`src/rtl/mdc_pkg.sv`:
```
// Package with constants and types for the motor drive control register bank
package mdc_pkg;

  // Register offsets
  localparam logic [3:0] OFS_CURRENT_LIMIT = 4'h7;
  localparam logic [3:0] OFS_BUCK          = 4'h8;
  localparam logic [3:0] OFS_HALL_BRAKE    = 4'h9;
  localparam logic [3:0] OFS_SPEED_LOCK    = 4'ha;

  // Reset values
  localparam logic [7:0] RST_CURRENT_LIMIT = 8'h00;
  localparam logic [7:0] RST_BUCK          = 8'h00;
  localparam logic [7:0] RST_HALL_BRAKE    = 8'h00;
  localparam logic [7:0] RST_SPEED_LOCK    = 8'h00;

  // Writable bit masks; cleared bits are read-only zero
  localparam logic [7:0] WMASK_CURRENT_LIMIT = 8'hff;
  localparam logic [7:0] WMASK_BUCK          = 8'h3f;
  localparam logic [7:0] WMASK_HALL_BRAKE    = 8'h1f;
  localparam logic [7:0] WMASK_SPEED_LOCK    = 8'hdf;

  // Field positions
  localparam int POS_RECIRC     = 6;
  localparam int POS_ASYNC_RECT = 3;
  localparam int POS_SYNC_RECT  = 2;
  localparam int POS_GAIN       = 0;
  localparam int POS_SEQ_OFF    = 4;
  localparam int POS_REG_ILIM   = 3;
  localparam int POS_REG_VSEL   = 1;
  localparam int POS_REG_OFF    = 0;
  localparam int POS_HYST       = 4;
  localparam int POS_BRAKE_MODE = 3;
  localparam int POS_COAST      = 2;
  localparam int POS_BRAKE      = 1;
  localparam int POS_DIR        = 0;
  localparam int POS_SPEED_DIV  = 6;
  localparam int POS_RETRY_SEL  = 4;
  localparam int POS_DETECT_SEL = 2;
  localparam int POS_RESPONSE   = 0;

  // Stall timing in ms and clock rate in kHz
  localparam int CLK_KHZ      = 40000;
  localparam int DET_MS_0     = 300;
  localparam int DET_MS_1     = 500;
  localparam int DET_MS_2     = 1000;
  localparam int DET_MS_3     = 5000;
  localparam int RETRY_MS_0   = 500;
  localparam int RETRY_MS_1   = 5000;
  localparam int TIMER_W      = 28;

  // Hall edges per speed output toggle, for 3x, 1x, 0.5x, 0.25x
  localparam logic [3:0] SPD_EDGES_0 = 4'h1;
  localparam logic [3:0] SPD_EDGES_1 = 4'h3;
  localparam logic [3:0] SPD_EDGES_2 = 4'h6;
  localparam logic [3:0] SPD_EDGES_3 = 4'hc;

  // Stall response codes
  typedef enum logic [1:0] {
    RESP_LATCH  = 2'h0,
    RESP_RETRY  = 2'h1,
    RESP_REPORT = 2'h2,
    RESP_IGNORE = 2'h3
  } mdc_resp_t;

  // Stall supervisor states, Gray along run -> fault -> retry
  typedef enum logic [1:0] {
    ST_RUN     = 2'b00,
    ST_LATCHED = 2'b01,
    ST_WAIT    = 2'b11
  } mdc_state_t;

  // Configuration port request
  typedef struct packed {
    logic       wr;
    logic [3:0] addr;
    logic [7:0] wdata;
  } mdc_cfg_req_t;

  // Decoded controls toward power stage and analog
  typedef struct packed {
    logic       recirc_coast;
    logic       async_rect_en;
    logic       sync_rect_en;
    logic [1:0] sense_amp_gain;
    logic       regulator_sequencing_off;
    logic       regulator_current_limit;
    logic [1:0] regulator_vsel;
    logic       regulator_off;
    logic       position_comparator_hysteresis;
    logic       coast_active;
    logic       brake_active;
    logic       dir_ccw;
  } mdc_ctrl_t;

endpackage : mdc_pkg

```
`src/rtl/mdc_regs.sv`:
```
// Motor drive control register bank with stall supervision
`timescale 1ns/1ps
`default_nettype none
module mdc_regs
  import mdc_pkg::*;
#(
  parameter logic [TIMER_W-1:0] DET_CYC_0   = TIMER_W'(DET_MS_0 * CLK_KHZ),
  parameter logic [TIMER_W-1:0] DET_CYC_1   = TIMER_W'(DET_MS_1 * CLK_KHZ),
  parameter logic [TIMER_W-1:0] DET_CYC_2   = TIMER_W'(DET_MS_2 * CLK_KHZ),
  parameter logic [TIMER_W-1:0] DET_CYC_3   = TIMER_W'(DET_MS_3 * CLK_KHZ),
  parameter logic [TIMER_W-1:0] RETRY_CYC_0 = TIMER_W'(RETRY_MS_0 * CLK_KHZ),
  parameter logic [TIMER_W-1:0] RETRY_CYC_1 = TIMER_W'(RETRY_MS_1 * CLK_KHZ)
) (
  input  wire logic         ref_clk,
  input  wire logic         rstn,
  input  wire logic         ce,
  input  wire mdc_cfg_req_t cfg_req,
  output logic [7:0]        cfg_rdata,
  input  wire logic         fault_clear_cmd,
  input  wire logic [2:0]   hall_in,
  input  wire logic         motor_driven,
  output mdc_ctrl_t         ctrl,
  output logic [1:0]        speed_pulse_divider,
  output logic              speed_pulse_out,
  output logic              stall_fault,
  output logic              stall_drive_off
);

  logic [7:0]         cur_lim_q;
  logic [7:0]         buck_q;
  logic [7:0]         hall_brk_q;
  logic [7:0]         spd_lock_q;
  logic [7:0]         rdata_q;
  logic [2:0]         hall_s1_q;
  logic [2:0]         hall_s2_q;
  logic [2:0]         hall_s3_q;
  logic [2:0]         hall_acc_q;
  logic               hall_edge;
  logic [3:0]         spd_cnt_q;
  logic [3:0]         spd_edges;
  logic               spd_q;
  logic [TIMER_W-1:0] tmr_q;
  logic [TIMER_W-1:0] det_lim;
  logic [TIMER_W-1:0] retry_lim;
  logic               stall_det;
  logic               fault_q;
  mdc_state_t         state_q;
  mdc_resp_t          resp;

  // Masked write merge, reserved read-only bits stay zero
  function automatic logic [7:0] wmerge(input logic [7:0] wd, input logic [7:0] mask);
    wmerge = wd & mask;
  endfunction : wmerge

  // Write hit decode for one offset
  function automatic logic hit(input mdc_cfg_req_t r, input logic [3:0] ofs);
    hit = r.wr && (r.addr == ofs);
  endfunction : hit

  // Register writes; all return to zero on reset
  always_ff @(posedge ref_clk or negedge rstn) begin
    if (!rstn) begin
      cur_lim_q  <= RST_CURRENT_LIMIT;
      buck_q     <= RST_BUCK;
      hall_brk_q <= RST_HALL_BRAKE;
      spd_lock_q <= RST_SPEED_LOCK;
    end else if (ce) begin
      if (hit(cfg_req, OFS_CURRENT_LIMIT)) begin
        cur_lim_q <= wmerge(cfg_req.wdata, WMASK_CURRENT_LIMIT);
      end
      if (hit(cfg_req, OFS_BUCK)) begin
        buck_q <= wmerge(cfg_req.wdata, WMASK_BUCK);
      end
      if (hit(cfg_req, OFS_HALL_BRAKE)) begin
        hall_brk_q <= wmerge(cfg_req.wdata, WMASK_HALL_BRAKE);
      end
      if (hit(cfg_req, OFS_SPEED_LOCK)) begin
        spd_lock_q <= wmerge(cfg_req.wdata, WMASK_SPEED_LOCK);
      end
    end
  end

  // Registered read-back; unmapped offsets read zero
  always_ff @(posedge ref_clk or negedge rstn) begin
    if (!rstn) begin
      rdata_q <= 8'h00;
    end else if (ce) begin
      unique case (cfg_req.addr)
        OFS_CURRENT_LIMIT: rdata_q <= cur_lim_q;
        OFS_BUCK:          rdata_q <= buck_q;
        OFS_HALL_BRAKE:    rdata_q <= hall_brk_q;
        OFS_SPEED_LOCK:    rdata_q <= spd_lock_q;
        default:           rdata_q <= 8'h00;
      endcase
    end
  end
  assign cfg_rdata = rdata_q;

  // Field decode toward the power stage and analog trims
  assign ctrl.recirc_coast             = cur_lim_q[POS_RECIRC];
  assign ctrl.async_rect_en            = cur_lim_q[POS_ASYNC_RECT];
  assign ctrl.sync_rect_en             = cur_lim_q[POS_SYNC_RECT];
  assign ctrl.sense_amp_gain           = cur_lim_q[POS_GAIN +: 2];
  assign ctrl.regulator_sequencing_off = buck_q[POS_SEQ_OFF];
  assign ctrl.regulator_current_limit  = buck_q[POS_REG_ILIM];
  assign ctrl.regulator_vsel           = buck_q[POS_REG_VSEL +: 2];
  assign ctrl.regulator_off            = buck_q[POS_REG_OFF];
  assign ctrl.position_comparator_hysteresis = hall_brk_q[POS_HYST];
  assign ctrl.dir_ccw                  = hall_brk_q[POS_DIR];

  // Brake request turns into coast when brake mode says so; coast bit wins
  assign ctrl.coast_active = hall_brk_q[POS_COAST]
                           | (hall_brk_q[POS_BRAKE] & hall_brk_q[POS_BRAKE_MODE]);
  assign ctrl.brake_active = hall_brk_q[POS_BRAKE] & ~hall_brk_q[POS_BRAKE_MODE]
                           & ~hall_brk_q[POS_COAST];

  // Hall pins pass three flops; a state counts once stages two and three agree
  always_ff @(posedge ref_clk or negedge rstn) begin
    if (!rstn) begin
      hall_s1_q  <= 3'h0;
      hall_s2_q  <= 3'h0;
      hall_s3_q  <= 3'h0;
      hall_acc_q <= 3'h0;
    end else if (ce) begin
      hall_s1_q <= hall_in;
      hall_s2_q <= hall_s1_q;
      hall_s3_q <= hall_s2_q;
      if (hall_s2_q == hall_s3_q) begin
        hall_acc_q <= hall_s3_q;
      end
    end
  end
  assign hall_edge = (hall_s2_q == hall_s3_q) && (hall_s3_q != hall_acc_q);

  // Speed output toggles after a number of accepted Hall edges
  always_comb begin
    unique case (spd_lock_q[POS_SPEED_DIV +: 2])
      2'h0: spd_edges = SPD_EDGES_0;
      2'h1: spd_edges = SPD_EDGES_1;
      2'h2: spd_edges = SPD_EDGES_2;
      2'h3: spd_edges = SPD_EDGES_3;
    endcase
  end
  assign speed_pulse_divider = spd_lock_q[POS_SPEED_DIV +: 2];

  always_ff @(posedge ref_clk or negedge rstn) begin
    if (!rstn) begin
      spd_cnt_q <= 4'h0;
      spd_q     <= 1'b0;
    end else if (ce && hall_edge) begin
      if (spd_cnt_q + 4'h1 >= spd_edges) begin
        spd_cnt_q <= 4'h0;
        spd_q     <= ~spd_q;
      end else begin
        spd_cnt_q <= spd_cnt_q + 4'h1;
      end
    end
  end
  assign speed_pulse_out = spd_q;

  // Detection and retry limits from the lock register
  always_comb begin
    unique case (spd_lock_q[POS_DETECT_SEL +: 2])
      2'h0: det_lim = DET_CYC_0;
      2'h1: det_lim = DET_CYC_1;
      2'h2: det_lim = DET_CYC_2;
      2'h3: det_lim = DET_CYC_3;
    endcase
  end
  assign retry_lim = spd_lock_q[POS_RETRY_SEL] ? RETRY_CYC_1 : RETRY_CYC_0;
  assign resp      = mdc_resp_t'(spd_lock_q[POS_RESPONSE +: 2]);

  // One timer serves both stall detection and retry wait
  assign stall_det = (state_q == ST_RUN) && motor_driven && !hall_edge
                   && (tmr_q >= det_lim - TIMER_W'(1));

  always_ff @(posedge ref_clk or negedge rstn) begin
    if (!rstn) begin
      tmr_q <= '0;
    end else if (ce) begin
      if (state_q == ST_WAIT) begin
        tmr_q <= tmr_q + TIMER_W'(1);
      end else if (hall_edge || !motor_driven || stall_det) begin
        tmr_q <= '0;
      end else if (state_q == ST_RUN) begin
        tmr_q <= tmr_q + TIMER_W'(1);
      end
      if (state_q == ST_WAIT && tmr_q >= retry_lim - TIMER_W'(1)) begin
        tmr_q <= '0;
      end
    end
  end

  // Stall supervisor: latched, retrying, report-only or ignored
  always_ff @(posedge ref_clk or negedge rstn) begin
    if (!rstn) begin
      state_q <= ST_RUN;
    end else if (ce) begin
      unique case (state_q)
        ST_RUN: begin
          if (stall_det && resp == RESP_LATCH) begin
            state_q <= ST_LATCHED;
          end else if (stall_det && resp == RESP_RETRY) begin
            state_q <= ST_WAIT;
          end
        end
        ST_LATCHED: begin
          if (fault_clear_cmd) begin
            state_q <= ST_RUN;
          end
        end
        ST_WAIT: begin
          if (tmr_q >= retry_lim - TIMER_W'(1)) begin
            state_q <= ST_RUN;
          end
        end
        default: state_q <= ST_RUN;
      endcase
    end
  end

  // Reported fault flag; a new stall in the clear cycle wins
  always_ff @(posedge ref_clk or negedge rstn) begin
    if (!rstn) begin
      fault_q <= 1'b0;
    end else if (ce) begin
      if (stall_det && resp != RESP_IGNORE) begin
        fault_q <= 1'b1;
      end else if (state_q == ST_WAIT && tmr_q >= retry_lim - TIMER_W'(1)) begin
        fault_q <= 1'b0;
      end else if (fault_clear_cmd) begin
        fault_q <= 1'b0;
      end
    end
  end
  assign stall_fault = fault_q;

  // Only latched and retrying responses stop the power stage
  assign stall_drive_off = (state_q != ST_RUN);

endmodule : mdc_regs
`default_nettype wire

```
`config.mk`:
```
export PLATFORM = sky130hd
export DESIGN_NAME = mdc_regs
export DESIGN_NICKNAME = d
export VERILOG_FILES = /design/src/rtl/mdc_pkg.sv /design/src/rtl/mdc_regs.sv
export SDC_FILE = /design/constraint.sdc
export NUM_CORES = 1
export LEC_CHECK = 0
export ABC_AREA = 1
export BUFFER_PORTS_ARGS = -buffer_cell sky130_fd_sc_hd__buf_2
export CAP_MARGIN = 40
export CORE_MARGIN = 8
export CORE_UTILIZATION = 55
export DETAILED_ROUTE_END_ITERATION = 16
export GPL_ROUTABILITY_DRIVEN = 0
export HOLD_SLACK_MARGIN = 0.05
export PLACE_DENSITY = 0.77
export SYNTH_ARGS = -nofsm -noshare
export SYNTH_HDL_FRONTEND = slang
export SYNTH_SLANG_ARGS = --single-unit
```
`constraint.sdc`:
```
create_clock -name ref_clk -period 2.1 [get_ports ref_clk]
set_input_delay 0.42 -clock ref_clk [delete_from_list [all_inputs] [get_ports ref_clk]]
set_output_delay 0.42 -clock ref_clk [all_outputs]
set_load 0.01 [all_outputs]
```
; ---- After elaboration in Yosys (flattened, before gate mapping)
; Index checks and enable logic that the tools add are counted.
[word_totals]
in_bits = 21
regBits = 82
out_inout_bits = 27
elab_cells = 97
[op_classes]
n_addsub = 4
order_cmp = 3
n_mux = 17
n_reduce_logical = 33
eq_ne = 19
bitwise = 7
[op_table]
columns = operator, n
row1 = $mux W28, 5
row2 = $pmux W28 S4, 1
row3 = $ge A28 B28 Y1, 2
row4 = $sub A28 B1 Y28 const B, 2
row5 = $pmux W8 S4, 1
row6 = $add A28 B1 Y28 const B, 1
row7 = $pmux W4 S4, 1
row8 = $reduce_and A2 Y1, 8
row9 = $logic_and A1 B1 Y1, 13
row10 = $eq A4 B4 Y1 const B, 3
row11 = $eq A2 B2 Y1 const B, 5
row12 = $eq A2 B1 Y1 const B, 4
row13 = $logic_not A2 Y1, 4
row14 = $mux W2, 4
row15 = $ne A2 B2 Y1 const B, 3
row16 = $pmux W2 S3, 1
row17 = $add A4 B1 Y4 const B, 1
row18 = $eq A4 B3 Y1 const B, 1
row19 = $ge A4 B4 Y1, 1
row20 = $mux W4, 1
row21 = $reduce_and A4 Y1, 1
row22 = $reduce_bool A4 Y1, 1
row23 = $and A1 B1 Y1, 3
row24 = $eq A3 B3 Y1, 1
row25 = 9 further kinds, 15

; ---- Logic depth before layout (Yosys ltp)
[depth]
depth_word = 9
ltp_mapped = 18
mapped_depth_nobuf = 17

; ---- Worst setup path before layout
; OpenSTA, ideal clock, no wires.
[synth_path]
path_type = register to register
startpoint = reg spd_lock_q[3]
endpoint = reg tmr_q[16]
required_ns = 1.988
synth_period_minus_slack_ns = 2.243
path_slack_ns = -0.143
n_path_buf = 1
path_stages_with_launch = 17
setup_ns = 0.112
t_arrival_ns = 2.131
path_cell_list = dfrtp_1 > inv_1 > ha_1 > o21bai_1 > ha_1 > nand2_1 > nor2_2 > nand2_1 > nor2_1 > nand2_1 > nand3_2 > nand2_2 > nand2_4 > nand3_4 > buf_6 > nand3_2 > inv_2
[synth_between]
elab_chain_cells = 9
elab_cells_between_ends = 14
cone_classes = add/sub: 1 / order compare: 1 / eq/ne: 3 / mux: 4 / reduce/logical: 5
[synth_lines]
columns = item, line
row1 = from (decl), mdc_regs.sv:32  ; logic [7:0] spd_lock_q;
row2 = from (signal assigned), mdc_regs.sv:78  ; spd_lock_q <= wmerge(cfg_req.wdata, WMASK_SPEED_LOCK);
row3 = $eq A2 B2 Y1 (tied with other cells), mdc_regs.sv:163  ; unique case (spd_lock_q[POS_DETECT_SEL +: 2])
row4 = $pmux W28 S4 (*), mdc_regs.sv:163
row5 = $sub A28 B1 Y28 (*), mdc_regs.sv:175  ; && (tmr_q >= det_lim - TIMER_W'(1));
row6 = $ge A28 B28 Y1 (*), mdc_regs.sv:175
row7 = $logic_and A1 B1 Y1 (*), mdc_regs.sv:175
row8 = $logic_or A1 B1 Y1 (*), mdc_regs.sv:183  ; end else if (hall_edge || !motor_driven || stall_det) begin
row9 = $mux W28, mdc_regs.sv:183
row10 = $mux W28, mdc_regs.sv:181  ; if (state_q == ST_WAIT) begin
row11 = $mux W28, mdc_regs.sv:188  ; if (state_q == ST_WAIT && tmr_q >= retry_lim - TIMER_W'(1)) begin
row12 = to (signal assigned), mdc_regs.sv:182  ; tmr_q <= tmr_q + TIMER_W'(1);
row13 = to (signal assigned), mdc_regs.sv:186  ; tmr_q <= tmr_q + TIMER_W'(1);
row14 = to (decl), mdc_regs.sv:42  ; logic [TIMER_W-1:0] tmr_q;
; Every way passes the cells marked *; elsewhere a longest branch is shown, timed or not. The select of a mux whose other input is x is not followed.
; A chain may end at the register's enable or synchronous reset.

; ---- Worst setup path after layout
; Same ends and word-level chain as after synthesis.

==> impl_metrics.tcl <==
set metrics [dict create \
    chipWidth_um 117 \
    final-hold-violation-count 0 \
    insertion_delay_ns 0.36 \
    root_buffer "clkbuf_8" \
    slew_viol_final 0 \
    synth-compound-area-share 0.0858 \
    drtIter0Drc 272 \
    tightest_slew_ns 0.551 \
    yosysMostFrequentCell "nand2_1" \
    io_buffer_count 47 \
    synth-xor-area-share 0.0141 \
    synth.distinct_cells 48 \
    fin_skew_ns 0.0112 \
    yosys-top-cells-area "dfrtp_1 37%, nand2_1 12%, ha_1 11%" \
    hold_buffers 0 \
    synth_top_family_by_area "simple AND/OR/NAND/NOR gates" \
    synth-seq-cells 82 \
    synth_fa_ha_area_frac 0.109 \
    p_per_area_nw_per_um2 713 \
    worstPathArrival_ns 2.61 \
    path_depth 16 \
    syn-cell-area_um2 5600 \
    netlist_instances 702 \
    fin_util 0.653 \
    rsz0062_at_grt "true" \
    ys_warn_count 0 \
    clkPwrFrac 0.255 \
    fill_cells 848 \
    min_path_type "primary input to async pin" \
    initial_utilization 0.555 \
    min_period_ns 2.36 \
    grt_overflow 0 \
    slew_headroom 0.633 \
    synth_ff_type "dfrtp_1" \
    fin_total_pwr_mw 4.70 \
    rr_endpoint "tmr_q[16]$_DFFE_PN0P_" \
    grt_pass1_vias 5046 \
    fin_ws_ns -0.259 \
    clock-sinks 82 \
    syn_nets 772 \
    cts_tree "done" \
    max-cap-violations 0 \
    wirelength_mm 13.8 \
    fin_crit_sh 1.12 \
    async_flop_share 1.00 \
    grt_max_degree 41 \
    rows 37 \
    ys_seq_area_frac 0.366 \
    final_cells 918 \
    synthMuxAreaShare 0.0161 \
    pwr-share-comb 0.321 \
    nets 847 \
    p_switching_mw 1.64 \
    antenna_found_initial 0 \
    ioPinCount 48 \
    leakage_nw 3.38 \
    critPathMaxStageDelay_ns 0.45 \
    clk_path_buf_depth 2 \
    crit_required_ns 2.35 \
    vias_per_cell 5.39 \
    fmax_mhz 424 \
    cts_buffers 9 \
    post-dp-hpwl_mm 10.1 \
    crit_fanout 16 \
    vias 4947 \
    tns_ns -6.59 \
    yosysTopAreaCell "dfrtp_1" \
    place_inst 888 \
    wl_per_cell_um 15.1 \
    grt_first_pass_wirelength_mm 22.9 \
    synth_top_area_share 0.366 \
    drt-pass1-iter-count 5 \
    crit_type "flip-flop to flip-flop" \
    r2r_cells 16 \
    die_area_um2 13700 \
    core_area_um2 10100 \
    path_delay_family "simple AND/OR/NAND/NOR gates" \
    setup_viol_count_final 31 \
    drc 0 \
    peakVddDrop_mv 0.603 \
    worstReg2RegStart "spd_lock_q[3]$_DFFE_PN0P_" \
    path_clk_slew_ns 0.09 \
    die_y_um 117 \
    critical_path_buf_inv_count 3 \
    critPathSlowestCell "dfrtp_2" \
    htree_levels 3 \
    multi_input_area_um2 3100 \
    synthSimpleGateAreaFrac 0.294 \
    dp_worst_setup_slack_ns -0.164 \
    seqCellArea_um2 2060 \
    switching_share 0.349 \
    antenna_left 0 \
    area_growth_pct 17.7 \
    cp_cell_sequence "clkinv_4 -> ha_4 -> o21bai_4 -> ha_4 -> nand2_2 -> nor2_2 -> nand2_1 -> nor2_2 -> nand2_2 -> nand3_4 -> nand2_4 -> nand2_4 -> nand3_4 -> buf_12 -> nand3_2 -> inv_2" \
    synth-edff-count 0 \
    antenna_cells 0 \
    drive_gt1_frac 0.297 \
    reg2reg_slack_ns -0.26 \
    violations "setup timing" \
    synth.top_cells.by_count "182 x nand2_1, 83 x inv_1, 82 x dfrtp_1" \
    crit_path_start_kind "flip-flop" \
    cp-end-kind "flip-flop" \
    power_frac_seq 0.424 \
    p_int_mw 3.06 \
    outcome "finished, violations left" \
    grt_use_total 0.214 \
    syn_avg_cell_area_um2 7.98 \
]
[layout by cell type, fill, tap and decap left out, drive strengths merged]
cell / netlist / routed
buf: 24 / 91
nand2: 189 / 189
nor3: 13 / 13
clkinv: 0 / 4
or2: 2 / 2
o21a: 2 / 2
xor2: 2 / 2
a22o: 1 / 1
o21ai: 49 / 49
nor2: 43 / 43
dfrtp: 82 / 82
nand4: 11 / 11
o2111ai: 4 / 4
o31ai: 1 / 1
xnor2: 7 / 7
ha: 49 / 49
inv: 111 / 109
bufinv: 0 / 1
nor3b: 1 / 1
o22ai: 1 / 1
clkbuf: 4 / 11
conb: 1 / 1
o21bai: 4 / 4
nand3: 65 / 65
a21oi: 19 / 19
o211ai: 1 / 1
a21o: 3 / 3
and2: 1 / 1
nor4: 4 / 4
clkinvlp: 0 / 3
mux2: 8 / 8
[cell families (layout without fill, tap and decap cells)]
kind of cell    after synthesis  count (layout)
xor+xnor                      9               9
mux                           8               8
compound gates               85              85
other cells                   1               1
fa+ha+maj                    49              49
simple gates                329             329
buf+inv                     139             219
flops                        82              82
[layer usage]
layer / routed length (µm) / global-route usage / up-vias
met5: 0 / 0 / -
met4: 396 / 0.0845 / 0
met3: 796 / 0.0467 / 35
met2: 6680 / 0.367 / 153
met1: 5980 / 0.257 / 2354
li1: - / - / 2405
[what timing repair did]
item | 4_1_cts | 5_1_grt
buffers inserted | 7 | 6
hold endpoints to repair | 0 | 0
cloned | 1 | 0
pin swaps | 3 | 6
resized for setup | 19 | 21
endpoints found under the setup margin | 29 | 34
[area by class of cell]
| type | instances | area share |
|---|---|---|
| well taps | 136 | 0.0258 |
| flip-flops and latches | 82 | 0.312 |
| inverters | 111 | 0.0653 |
| clock inverters | 5 | 0.00968 |
| repair inverters | 1 | 0.00114 |
| clock buffers | 11 | 0.0214 |
| repair buffers | 91 | 0.0941 |
| multi-input cells | 481 | 0.471 |
[power by group through the flow]
stage,clock (mW),combinational [mW],sequential (mW)
2_1_floorplan,0,0.948,1.99
4_1_cts,1.21,1.38,1.99
5_1_grt,1.27,1.71,2.02
3_3_place_gp,0,1.24,2.00
6_report,1.20,1.51,1.99
3_5_place_dp,0,1.31,2.01
[per-stage QoR]
| step | area [µm²] | hold WS (ns) |
|---|---|---|
| floorplan | 5650 | 0.124 |
| global placement | 6110 | 0.447 |
| detailed placement | 6110 | 0.444 |
| CTS | 6450 | 0.0530 |
| global route | 6590 | 0.0742 |
| finish | 6590 | 0.0399 |
[state kept, by name, summed over array words and instances, names as in the netlist]
| signal | cells |
|---|---|
| tmr_q | 28 |
| cfg_rdata | 8 |
| cur_lim_q | 8 |
| spd_lock_q | 7 |
| buck_q | 6 |
| hall_brk_q | 5 |
| spd_cnt_q | 4 |
| hall_acc_q | 3 |
| hall_s1_q | 3 |
| hall_s2_q | 3 |
| hall_s3_q | 3 |
| state_q | 2 |
| speed_pulse_out | 1 |
| stall_fault | 1 |
[how the worst max path moves through the flow]
stage / endpoint / start
floorplan: tmr_q[16]$_DFFE_PN0P_ / spd_lock_q[2]$_DFFE_PN0P_
global placement: tmr_q[18]$_DFFE_PN0P_ / spd_lock_q[3]$_DFFE_PN0P_
detailed placement: tmr_q[16]$_DFFE_PN0P_ / spd_lock_q[2]$_DFFE_PN0P_
CTS: tmr_q[19]$_DFFE_PN0P_ / spd_lock_q[2]$_DFFE_PN0P_
global route: tmr_q[24]$_DFFE_PN0P_ / spd_lock_q[3]$_DFFE_PN0P_
finish: tmr_q[16]$_DFFE_PN0P_ / spd_lock_q[3]$_DFFE_PN0P_
(Power assumes the default switching activity.)
